`config.mk`:
```
export PLATFORM = sky130hd
export DESIGN_NAME = srgs_seq
export DESIGN_NICKNAME = d
export VERILOG_FILES = /design/src/inc/srgs_pkg.sv /design/src/logic/srgs_seq.sv
export SDC_FILE = /design/constraint.sdc
export NUM_CORES = 1
export LEC_CHECK = 0
export BUFFER_PORTS_ARGS = -buffer_cell sky130_fd_sc_hd__buf_4
export CAP_MARGIN = 10
export CORE_MARGIN = 10
export CORE_UTILIZATION = 51
export CTS_CLUSTER_SIZE = 20
export DETAILED_ROUTE_END_ITERATION = 10
export GPL_TIMING_DRIVEN = 1
export PLACE_DENSITY = 0.88
export SYNTH_ARGS = -nofsm -noshare
export SYNTH_HDL_FRONTEND = slang
export SYNTH_SLANG_ARGS = --single-unit
```
`constraint.sdc`:
```
create_clock -name I_CLK -period 3.15 [get_ports I_CLK]
set_input_delay 0.7875 -clock I_CLK [delete_from_list [all_inputs] [get_ports I_CLK]]
set_output_delay 0.7875 -clock I_CLK [all_outputs]
set_load 0.02 [all_outputs]
```
`src/inc/srgs_pkg.sv`:
```
package srgs_pkg;
  // clock rate
  localparam int unsigned CLK_HZ        = 10_000_000;
  localparam int unsigned CLK_PERIOD_NS = 1_000_000_000 / CLK_HZ;
  // absolute floors on the blanking windows
  localparam int unsigned TON_FLOOR_NS  = 55;
  localparam int unsigned TOFF_FLOOR_NS = 245;
  // least times round up
  localparam int unsigned TON_FLOOR_CYC  = (TON_FLOOR_NS + CLK_PERIOD_NS - 1) / CLK_PERIOD_NS;
  localparam int unsigned TOFF_FLOOR_CYC = (TOFF_FLOOR_NS + CLK_PERIOD_NS - 1) / CLK_PERIOD_NS;
  // default configured windows
  localparam int unsigned TON_DEF_CYC  = 10;
  localparam int unsigned TOFF_DEF_CYC = 20;
  localparam int unsigned CNT_W        = 16;

  // synchronised comparator decisions
  typedef struct packed {
    logic below_on;
    logic above_off;
    logic above_rearm;
  } srgs_cmp_t;

  typedef enum logic [1:0] {
    SRGS_SYNC = 2'b00,
    SRGS_ARM  = 2'b01,
    SRGS_ON   = 2'b11,
    SRGS_OFF  = 2'b10
  } srgs_state_t;
endpackage

```
`src/logic/srgs_seq.sv`:
```
`timescale 1ns/1ns
module srgs_seq #(
  parameter int unsigned CNT_W = srgs_pkg::CNT_W
) (
  // clock and reset
  input  wire logic             I_CLK,
  input  wire logic             I_RESETN,
  // comparator decisions
  input  wire logic             I_TURN_ON_THRESHOLD,
  input  wire logic             I_TURN_OFF_THRESHOLD,
  input  wire logic             I_REARM_THRESHOLD,
  // light-load disable, high while disabled
  input  wire logic             I_LIGHT_LOAD_INPUT,
  // configured windows in clock cycles
  input  wire logic [CNT_W-1:0] I_TON_CYC,
  input  wire logic [CNT_W-1:0] I_TOFF_CYC,
  // gate drive
  output logic                  O_GATE_DRIVE_OUTPUT
);
  localparam logic [CNT_W-1:0] TON_MIN  = CNT_W'(srgs_pkg::TON_FLOOR_CYC);
  localparam logic [CNT_W-1:0] TOFF_MIN = CNT_W'(srgs_pkg::TOFF_FLOOR_CYC);
  localparam logic [CNT_W-1:0] ONE      = CNT_W'(1);

  srgs_pkg::srgs_cmp_t meta_reg, sync_reg, meta_next, sync_next;
  logic                lld_meta_reg, lld_sync_reg;
  srgs_pkg::srgs_state_t state_reg, state_next;
  logic [CNT_W-1:0]    cnt_reg, cnt_next;
  logic                drv_reg, drv_next;
  logic [CNT_W-1:0]    ton_lim, toff_lim;

  function automatic logic [CNT_W-1:0] clamp_floor(input logic [CNT_W-1:0] v, input logic [CNT_W-1:0] f);
    clamp_floor = (v < f) ? f : v;
  endfunction

  always_comb begin
    meta_next = '{below_on: I_TURN_ON_THRESHOLD, above_off: I_TURN_OFF_THRESHOLD,
                  above_rearm: I_REARM_THRESHOLD};
    sync_next = meta_reg;
    ton_lim   = clamp_floor(I_TON_CYC, TON_MIN);
    toff_lim  = clamp_floor(I_TOFF_CYC, TOFF_MIN);
  end

  always_ff @(posedge I_CLK or negedge I_RESETN) begin
    if (!I_RESETN) begin
      meta_reg     <= '0;
      sync_reg     <= '0;
      lld_meta_reg <= 1'b1;
      lld_sync_reg <= 1'b1;
    end else begin
      meta_reg     <= meta_next;
      sync_reg     <= sync_next;
      lld_meta_reg <= I_LIGHT_LOAD_INPUT;
      lld_sync_reg <= lld_meta_reg;
    end
  end

  // off-time counting shared by start-up sync and post turn-off
  always_comb begin
    state_next = state_reg;
    cnt_next   = cnt_reg;
    drv_next   = 1'b0;
    if (lld_sync_reg) begin
      // disabled: hold in sync so leaving it is a wake-up
      state_next = srgs_pkg::SRGS_SYNC;
      cnt_next   = '0;
    end else begin
      case (state_reg)
        srgs_pkg::SRGS_SYNC, srgs_pkg::SRGS_OFF: begin
          if (!sync_reg.above_rearm) begin
            cnt_next = '0;
          end else if (cnt_reg + ONE >= toff_lim) begin
            state_next = srgs_pkg::SRGS_ARM;
            cnt_next   = '0;
          end else begin
            cnt_next = cnt_reg + ONE;
          end
        end
        srgs_pkg::SRGS_ARM: begin
          if (sync_reg.below_on) begin
            state_next = srgs_pkg::SRGS_ON;
            drv_next   = 1'b1;
            cnt_next   = '0;
          end
        end
        srgs_pkg::SRGS_ON: begin
          drv_next = 1'b1;
          if (cnt_reg + ONE < ton_lim) begin
            cnt_next = cnt_reg + ONE;
          end else if (sync_reg.above_off) begin
            state_next = srgs_pkg::SRGS_OFF;
            drv_next   = 1'b0;
            cnt_next   = '0;
          end
        end
        default: begin
          state_next = srgs_pkg::SRGS_SYNC;
          cnt_next   = '0;
        end
      endcase
    end
  end

  always_ff @(posedge I_CLK or negedge I_RESETN) begin
    if (!I_RESETN) begin
      state_reg <= srgs_pkg::SRGS_SYNC;
      cnt_reg   <= '0;
      drv_reg   <= 1'b0;
    end else begin
      state_reg <= state_next;
      cnt_reg   <= cnt_next;
      drv_reg   <= drv_next;
    end
  end

  assign O_GATE_DRIVE_OUTPUT = drv_reg;

  // helper: cycles drive has been high
  logic [CNT_W-1:0] hi_cnt;
  always_ff @(posedge I_CLK or negedge I_RESETN) begin
    if (!I_RESETN) begin
      hi_cnt <= '0;
    end else begin
      hi_cnt <= drv_reg ? hi_cnt + ONE : '0;
    end
  end
endmodule

```
==> run summary, run 1 <==
Post-synth design cell area: 0.00215 mm2
Most used flip-flop cell after synthesis: dfrtp_1
Layout cells sized above 1: 40.3%
Max reg flops: 16
Area share of the largest cell type after synthesis: 29.1%
Clock Skew: 0.00770 ns
CORE AREA: 0.00403 mm2
Most common cell in the netlist: ha_1
DP HPWL: 4.34 mm
Core Util, Final: 75.1%
Remaining Overflow, GRT: 0
Dpl ws: -0.319 ns
PortBufs: 38
Synth top area cells: dfrtp_1 (29%), ha_1 (19%), inv_1 (5.4%)
Initial antenna violation count: 0
Initial Utilization: 53.4%
Cell internal pwr: 512 uW
Longest Clk Path Bufs: 2
Combinational group share of total power: 18.9%
LEAKAGE: 0.00159 uW
Iteration-0 DRC Markers: 115
FF/Latch Area: 678 um2
CTS buffer count: 3
Failing checks: negative setup slack
Worst-margin pin slew: 0.528 ns
ANT nets after route: 0
Reg2reg start: cnt_reg[3]
Root Driver: clkbuf_8
WL/cell: 17.9 um
Status: finished with violations
Largest net degree at the start of global routing: 28
Average cell area after synthesis: 9.52 um2
Cell variety after synth: 52
Sw Share: 26.1%
Synth cell count leaders: ha_1 (32), inv_1 (31), dfrtp_1 (25)
Switching Power: 181 uW
Pwr dens: 229 mW/mm2
Cell count after synthesis: 226
Min Tclk post-route: 3.45 ns
Crit path kind: flip-flop to flip-flop
Hold Startpoint: meta_reg[0]
Cell taking the most area after synthesis: dfrtp_1
Die Span Y: 85.0 um
Clk pwr share: 29.4%
Final WS setup: -0.299 ns
Hold Vio Cnt, Final: 0
Max Cap Viol: 0
Worst skew pair latency: 0.28 ns
# diodes: 0
Pwr Total: 693 uW
DIE AREA: 0.00722 mm2
Register area share after synthesis: 31.5%
Synth Warn #: 0
Row count: 23
# hold bufs at CTS: 0
Worst Setup SP: cnt_reg[3]
RSZ-0062 raised after global routing: true
Routed wire length: 6.36 mm
Area of the multi-input gates: 0.00152 mm2
Critical path fanouts, max: 16
Fmax: 290 MHz
Die width: 85.0 um
GR Util All Layers: 16.6%
Total iterations of the first detailed-routing run: 4
P&R area growth vs syn: 40.6%
Clock-pin slew on the worst setup and hold paths: 0.09 ns
Syn Nets: 296
DRC Markers: 0
CTS tree: built
Number of flops mapped to enable cells by yosys: 0
Fin nets: 376
Ys async rst share: 100%
Arr. time, crit path: 3.62 ns
Peak supply drop: 0.169 mV
Yosys reg bits: 27
Flop pwr share: 51.7%
I/O pins: 39
Placed insts: 336
Htree depth: 1
Fillcell total: 266
Fin crit share: 109%
Final cell count without fillers: 355
Vias per Instance: 5.88
Endpoints failing setup: 19
Clk sinks: 27
Hold Path Class: flip-flop to flip-flop
Vias: 2,087
Max-slew headroom at the worst pin: 64.7%
Fin. max-slew vios: 0
First-pass GRT wire length: 10.1 mm
Final Wtd Congestion: 0.893
Endpoint class of the critical path: flip-flop
CP required: 3.32 ns
CP startpoint kind: flip-flop
Vias in the first global route: 2,228
[what timing repair did]
action                                  in CTS  in global routing
gates cloned                                 1                  0
gates resized for setup                     17                 14
pin swaps                                   15                  9
endpoints found under the setup margin      18                 19
setup buffers                               10                  5
[cell type report]
type	instances	area share [%]
multi-input cells	167	50.4
flip-flops and latches	27	22.4
repair buffers	76	19.7
inverters	31	3.85
well taps	50	2.07
clock buffers	3	1.36
clock inverters	1	0.248
[path summary, 6_finish.rpt]
| path | end | slack (ns) | depth (start not counted) |
|---|---|---|---|
| max | cnt_reg[0] | -0.30 | 16 |
| min | sync_reg[0] | 0.35 | 0 |
| max reg2reg | cnt_reg[0] | -0.30 | 16 |
| min reg2reg | sync_reg[0] | 0.35 | 0 |
| max in group asynchronous | lld_sync_reg | 2.43 | 1 |
| min in group asynchronous | cnt_reg[14] | 0.40 | 1 |
[cells by family (layout without fill, tap and decap cells)]
group           count (synthesis)  in the layout  synth area share [%]
simple gates                   73             73                  20.6
compound gates                 51             52                  18.9
buf+inv                        33            111                  6.16
fa+ha+maj                      32             32                  18.6
flops                          27             27                  31.5
xor+xnor                        9              9                  3.66
mux                             1              1                 0.523
[critical path, stage by stage, from the launching register on]
cell and delay [ns]:
dfrtp_1 0.37, and3_4 0.19, and2_4 0.14, nand4_1 0.23, buf_4 0.24, buf_4 0.12, nor2_2 0.13, xor2_2 0.28
ha_1 0.29, nand2_1 0.11, o21a_1 0.16, a2bb2oi_2 0.16, o211ai_2 0.14, a31oi_1 0.27, nor2_2 0.10, buf_12 0.16
mux2_2 0.25
[power groups by stage]
| stage | Sequential (uW) | Combinational [uW] | Clock, uW |
|---|---|---|---|
| after floorplan | 364 | 47.9 | 0 |
| after global placement | 364 | 110 | 0 |
| after detailed placement | 364 | 115 | 0 |
| after CTS | 357 | 125 | 206 |
| after global routing | 359 | 143 | 225 |
| final | 358 | 131 | 204 |
[layer usage]
layer / vias to the layer above / track usage, % / share of wire (%)
met5: - / 0 / 0
met4: 0 / 7.49 / 2.4
met3: 17 / 4.40 / 6.5
met2: 81 / 29.4 / 51
met1: 1009 / 17.9 / 40
li1: 980 / - / -
[cells in the final DEF, fill, tap and decap left out, types with 5 or more instances in the layout]
master	synthesis	final
inv_1	31	31
nand3_1	9	8
nor2_1	9	7
dfrtp_1	25	25
nand2_1	11	11
nand4_1	5	5
ha_1	32	28
buf_4	0	74
a21oi_1	9	8
a22o_1	10	10
xnor2_1	6	5
[per-stage QoR]
step	cell area, um2	setup TNS (ns)	hold WS (ns)
final	3030	-4.78	0.355
after global routing	3030	-8.54	0.371
after CTS	2930	-0.0712	0.356
after detailed placement	2680	-2.92	0.335
after global placement	2680	-1.35	0.332
after floorplan	2160	0	0.331
No activity file was read; power rests on OpenSTA's default activity.
==> inputs of run 2 (changes only) <==
Settings changed: PLACE_DENSITY 0.88 to unset, PLACE_DENSITY_LB_ADDON set to 0.2.
==> run summary, run 2 (same netlist as run 1, synthesis figures left out) <==
Status: finished with violations
Failing checks: negative setup slack
# diodes: 0 (unchanged)
Dpl cell area: 0.00268 mm2 (unchanged)
CORE AREA: 0.00403 mm2 (unchanged)
Vias per Instance: 5.69 (-3.2%)
Critical path's largest stage delay: 0.53 ns (+0.16 ns)
Fin crit share: 107% (-2.6 points)
CP required: 3.33 ns (about the same)
CP startpoint kind: flip-flop
Sw Share: 26.2% (+0.082 points)
Die Span Y: 85.0 um (unchanged)
Hold Vio Cnt, Final: 0 (unchanged)
Longest Clk Path Bufs: 2 (unchanged)
I/O pins: 39 (unchanged)
Htree depth: 1 (unchanged)
DRC Markers: 0 (unchanged)
Die width: 85.0 um (unchanged)
Clk pwr share: 29.9% (+0.5 points)
Hold Worst Slack: 0.362 ns (+0.00776 ns)
Final Instance Area: 0.00307 mm2 (+1.5%)
DP HPWL: 4.26 mm (-1.8%)
CTS buffer count: 3 (unchanged)
Flop pwr share: 51.2% (-0.5 points)
ANT nets after route: 0 (unchanged)
Switching Power: 183 uW (+1.1%)
CP top delay family: simple AND/OR/NAND/NOR gates
FF/Latch Area: 678 um2 (unchanged)
Setup TNS: -2.13 ns (+2.65 ns)
Clock-pin slew on the worst setup and hold paths: 0.10 ns (about the same)
Min Tclk post-route: 3.37 ns (-0.0830 ns)
Total iterations of the first detailed-routing run: 4 (unchanged)
Initial Utilization: 53.4% (unchanged)
Iteration-0 DRC Markers: 81 (-30%)
Root Driver: clkbuf_8
Most frequent cells in the layout: buf_4 (70), inv_1 (31), dfrtp_1 (25), ha_1 (25)
WL/cell: 17.1 um (-4.3%)
Dpl ws: -0.332 ns (-0.0132 ns)
Max Cap Viol: 0 (unchanged)
Clock Skew: 0.00341 ns (-0.00429 ns)
Combinational group share of total power: 18.9% (about the same)
Remaining Overflow, GRT: 0 (unchanged)
Vias in the first global route: 2,043 (-8.3%)
GR Util All Layers: 15.5% (-1.1 points)
Crit path kind: flip-flop to flip-flop
P&R area growth vs syn: 42.7%
Crit-path most repeated cell: nor2_1
Clk sinks: 27 (unchanged)
Initial antenna violation count: 0 (unchanged)
Worst-margin pin slew: 0.586 ns (+0.0576 ns)
Fin nets: 372 (-1.1%)
First-pass GRT wire length: 9.44 mm (-6.6%)
Cell internal pwr: 515 uW (+0.68%)
CP max stage cell: or4_4
Max-slew headroom at the worst pin: 60.9% (-3.9 points)
Worst path cell trace: and3_4, and2_4, nand4_1, nor2_1, nand2_1, xnor2_2, ha_4, o2111ai_4, or4_4, o211a_4, or3b_4, a22oi_2, nor2_1
RSZ-0062 raised after global routing: true
LEAKAGE: 0.00159 uW (-0.38%)
Fin. max-slew vios: 0 (unchanged)
Vias: 1,998 (-4.3%)
Hold Path Class: flip-flop to flip-flop
Fmax: 297 MHz (+2.5%)
Bufs and invs on worst path: 0 (-3)
Largest net degree at the start of global routing: 28 (unchanged)
Pwr dens: 227 mW/mm2 (-0.69%)
Layout cells sized above 1: 40.5% (+0.20 points)
Commonest non-fill, non-tap cell in the layout: buf_4
R2R setup slack: -0.22 ns (+0.08 ns)
Peak supply drop: 0.335 mV (+98%)
Final Wtd Congestion: 0.864 (-3.3%)
Endpoint class of the critical path: flip-flop
Critical path fanouts, max: 5 (-11)
Area of the multi-input gates: 0.00159 mm2 (+4.5%)
PortBufs: 38 (unchanged)
Final WS setup: -0.216 ns (+0.0830 ns)
Fillcell total: 288 (+8.3%)
Arr. time, crit path: 3.55 ns (-0.07 ns)
Row count: 23 (unchanged)
DIE AREA: 0.00722 mm2 (unchanged)
Worst skew pair latency: 0.28 ns (about the same)
CTS tree: built
Endpoints failing setup: 18 (-1)
Routed wire length: 6.02 mm (-5.4%)
Max reg flops: 16 (unchanged)
## run 2: cell count changes in the layout (fill, tap and decap cells not counted), sizes merged
| cell | before | now |
|---|---|---|
| buf | 76 | 71 |
| clkbuf | 3 | 4 |
| clkinvlp | 1 | 0 |
| inv | 31 | 32 |
## run 2: per-layer routing
layer	vias up	part of all wire, %	global-route usage, %	routed length [um]
met5	-	0	0	0
met4	0	1.7	2.99	104
met3	10	4.2	3.73	253
met2	53	54	28.3	3230
met1	964	40	17.8	2430
li1	971	-	-	-
## run 2: stage by stage
step	power (uW)	std cells	util (%)
2_1_floorplan	412	226	-
3_3_place_gp	479	336	66.6
5_1_grt	733	351	76.2
6_report	698	351	76.2
3_5_place_dp	482	336	66.6
4_1_cts	693	347	72.0
## run 2: power groups by stage
stage               registers, uW  clock network, uW  logic (uW)
detailed placement            364                  0         118
global route                  359                227         147
floorplan                     364                  0        47.9
CTS                           358                211         124
finish                        358                209         132
global placement              364                  0         115
## run 2: what timing repair did
item	CTS	global route
gates cloned	1	1
hold buffers	0	0
resized for setup	17	22
setup endpoints to repair	18	19
pin swaps	16	14
buffers inserted	6	3
## run 2: layout make-up
type,count,area share (%)
multi-input cells,167,51.9
flip-flops and latches,27,22.1
repair buffers,72,18.6
inverters,31,3.79
well taps,50,2.04
clock buffers,3,1.34
clock inverters,1,0.285
## run 2: worst paths after layout
check / start / end / depth (start not counted)
max in group asynchronous: I_RESETN / lld_sync_reg / 1
setup / recovery: cnt_reg[4] / state_reg[1] / 13
hold / removal: meta_reg[0] / sync_reg[0] / 0
hold reg to reg: meta_reg[0] / sync_reg[0] / 0
setup reg to reg: cnt_reg[4] / state_reg[1] / 13
min in group asynchronous: I_RESETN / cnt_reg[13] / 1
==> inputs of run 3 (changes only) <==
Settings changed: CORE_MARGIN 10 to unset.
==> run summary, run 3 (same netlist as run 1, synthesis figures left out) <==
Most frequent cells in the layout: buf_4 (83), inv_1 (31), dfrtp_1 (25)
CP startpoint kind: flip-flop
Final Wtd Congestion: 0.849 (-1.7%)
Die width: 67.0 um (-21%)
# diodes: 0 (unchanged)
Largest net degree at the start of global routing: 28 (unchanged)
Clk sinks: 27 (unchanged)
Crit path kind: flip-flop to flip-flop
WL/cell: 18.1 um (+5.7%)
Status: finished with violations
# hold bufs at CTS: 0 (unchanged)
Pwr Total: 708 uW (+1.4%)
Reg2Reg Depth: 13 (unchanged)
Setup TNS: -3.84 ns (-1.71 ns)
Worst-margin pin slew: 0.712 ns (+0.126 ns)
Fin. max-slew vios: 0 (unchanged)
Peak supply drop: 0.237 mV (-29%)
Routed wire length: 6.65 mm (+11%)
Root Driver: clkbuf_8
R2R Path End: state_reg[1]
Initial antenna violation count: 0 (unchanged)
Max Cap Viol: 0 (unchanged)
Fin crit share: 108% (+1.6 points)
Met2 Wirelength: 3.41 mm (+5.4%)
Die Span Y: 67.0 um (-21%)
DRC Markers: 0 (unchanged)
Hold Vio Cnt, Final: 0 (unchanged)
R2R setup slack: -0.27 ns (-0.05 ns)
GR Util All Layers: 30.0% (+15 points)
Max-slew headroom at the worst pin: 52.4% (-8.4 points)
Remaining Overflow, GRT: 0 (unchanged)
CP required: 3.32 ns (about the same)
Final WS setup: -0.265 ns (-0.0495 ns)
Worst skew pair latency: 0.29 ns (about the same)
Htree depth: 1 (unchanged)
Clock-pin slew on the worst setup and hold paths: 0.09 ns (about the same)
Pwr dens: 217 mW/mm2 (-4.4%)
CTS buffer count: 3 (unchanged)
Fin nets: 388 (+4.3%)
Setup crit end: state_reg[1]
Commonest non-fill, non-tap cell in the layout: buf_4
CTS tree: built
Critical path fanouts, max: 4 (-1)
DIE AREA: 0.00448 mm2 (-38%)
Fillcell total: 250 (-13%)
Iteration-0 DRC Markers: 120 (+48%)
Endpoint class of the critical path: flip-flop
Arr. time, crit path: 3.59 ns (+0.04 ns)
I/O pins: 39 (unchanged)
Row count: 23 (unchanged)
Area of the multi-input gates: 0.00167 mm2 (+4.9%)
Vias in the first global route: 2,158 (+5.6%)
Endpoints failing setup: 19 (+1)
RSZ-0062 raised after global routing: true
Met1 WL: 2.73 mm (+12%)
Initial Utilization: 53.4% (unchanged)
Min Tclk post-route: 3.42 ns (+0.0495 ns)
Longest Clk Path Bufs: 2 (unchanged)
Worst Setup SP: cnt_reg[3]
Met3 WL post-DR: 251 um (-0.79%)
Hold Path Class: flip-flop to flip-flop
PortBufs: 38 (unchanged)
ANT nets after route: 0 (unchanged)
FF/Latch Area: 678 um2 (unchanged)
Failing checks: negative setup slack
Core Util, Final: 80.8% (+4.6 points)
Reg2reg start: cnt_reg[3]
Vias: 2,103 (+5.3%)
First-pass GRT wire length: 9.90 mm (+4.9%)
Vias per Instance: 5.73 (+0.67%)
Fmax: 293 MHz (-1.4%)
CORE AREA: 0.00403 mm2 (unchanged)
Highest metal used: met4
Total iterations of the first detailed-routing run: 4 (unchanged)
Clock Skew: 0.0135 ns (+0.0101 ns)
Max reg flops: 16 (unchanged)
Layout cells sized above 1: 45.4% (+4.9 points)
LEAKAGE: 0.00170 uW (+6.8%)
DP HPWL: 4.03 mm (-5.5%)
P&R area growth vs syn: 51.3%
[run 3: changes by cell type in the layout (fill, tap and decap cells not counted), moves of 2 or more]
| cell | delta |
|---|---|
| buf_4 | +13 |
| or2_4 | +2 |
| buf_6 | +5 |
| nor2_4 | -2 |
| nor2_2 | +3 |
[run 3: area by class of cell]
| type | instances | area share (%) |
|---|---|---|
| multi-input combinational | 167 | 51.3 |
| timing repair buffer | 88 | 20.9 |
| sequential | 27 | 20.8 |
| inverter | 31 | 3.57 |
| tap | 50 | 1.92 |
| clock buffer | 3 | 1.27 |
| clock inverter | 1 | 0.231 |
[run 3: per-stage QoR]
stage | hold slack (ns) | instance area, um2 | std cells | worst slack, ns
5_1_grt | 0.366 | 3260 | 367 | -0.362
2_1_floorplan | 0.331 | 2160 | 226 | 0.00271
3_3_place_gp | 0.332 | 2710 | 340 | -0.141
3_5_place_dp | 0.341 | 2710 | 340 | -0.292
6_report | 0.359 | 3260 | 367 | -0.265
4_1_cts | 0.362 | 3110 | 358 | -0.106
[run 3: worst min path at each step]
stage | from | end | depth (start not counted)
3_5_place_dp | meta_reg[1] | sync_reg[1] | 0
3_3_place_gp | meta_reg[0] | sync_reg[0] | 0
4_1_cts | lld_meta_reg | lld_sync_reg | 0
5_1_grt | lld_meta_reg | lld_sync_reg | 0
2_1_floorplan | meta_reg[0] | sync_reg[0] | 0
6_report | meta_reg[1] | sync_reg[1] | 0
[run 3: what timing repair did]
action                                  4_1_cts  5_1_grt
cloned                                        2        0
pin swaps                                    19       21
resized for setup                            34       23
endpoints found under the setup margin       18       19
setup buffers                                12       11
[run 3: report_power, final]
group | switching, uW | total (uW) | internal [uW]
Clock | 116 | 206 | 90.1
Sequential | 4.01 | 358 | 354
Combinational | 69.8 | 144 | 74.3
[run 3: routing by layer]
| metal | global-route usage [%] | up-vias |
|---|---|---|
| met3 | 5.82 | 26 |
| met2 | 53.5 | 60 |
| met5 | 0 | - |
| met1 | 34.0 | 1017 |
| li1 | - | 1000 |
| met4 | 13.6 | 0 |
[run 3: worst max-delay path, cell delays in order (launching register included)]
cell and delay [ns]:
dfrtp_1 0.39, and3_4 0.19, and2_4 0.15, nand4_1 0.22, nor2_1 0.22, nand2_1 0.12
xnor2_2 0.21, ha_4 0.30, o2111ai_4 0.12, or4_4 0.53, o211a_4 0.29, or3b_4 0.39
a22oi_2 0.12, nor2_1 0.05
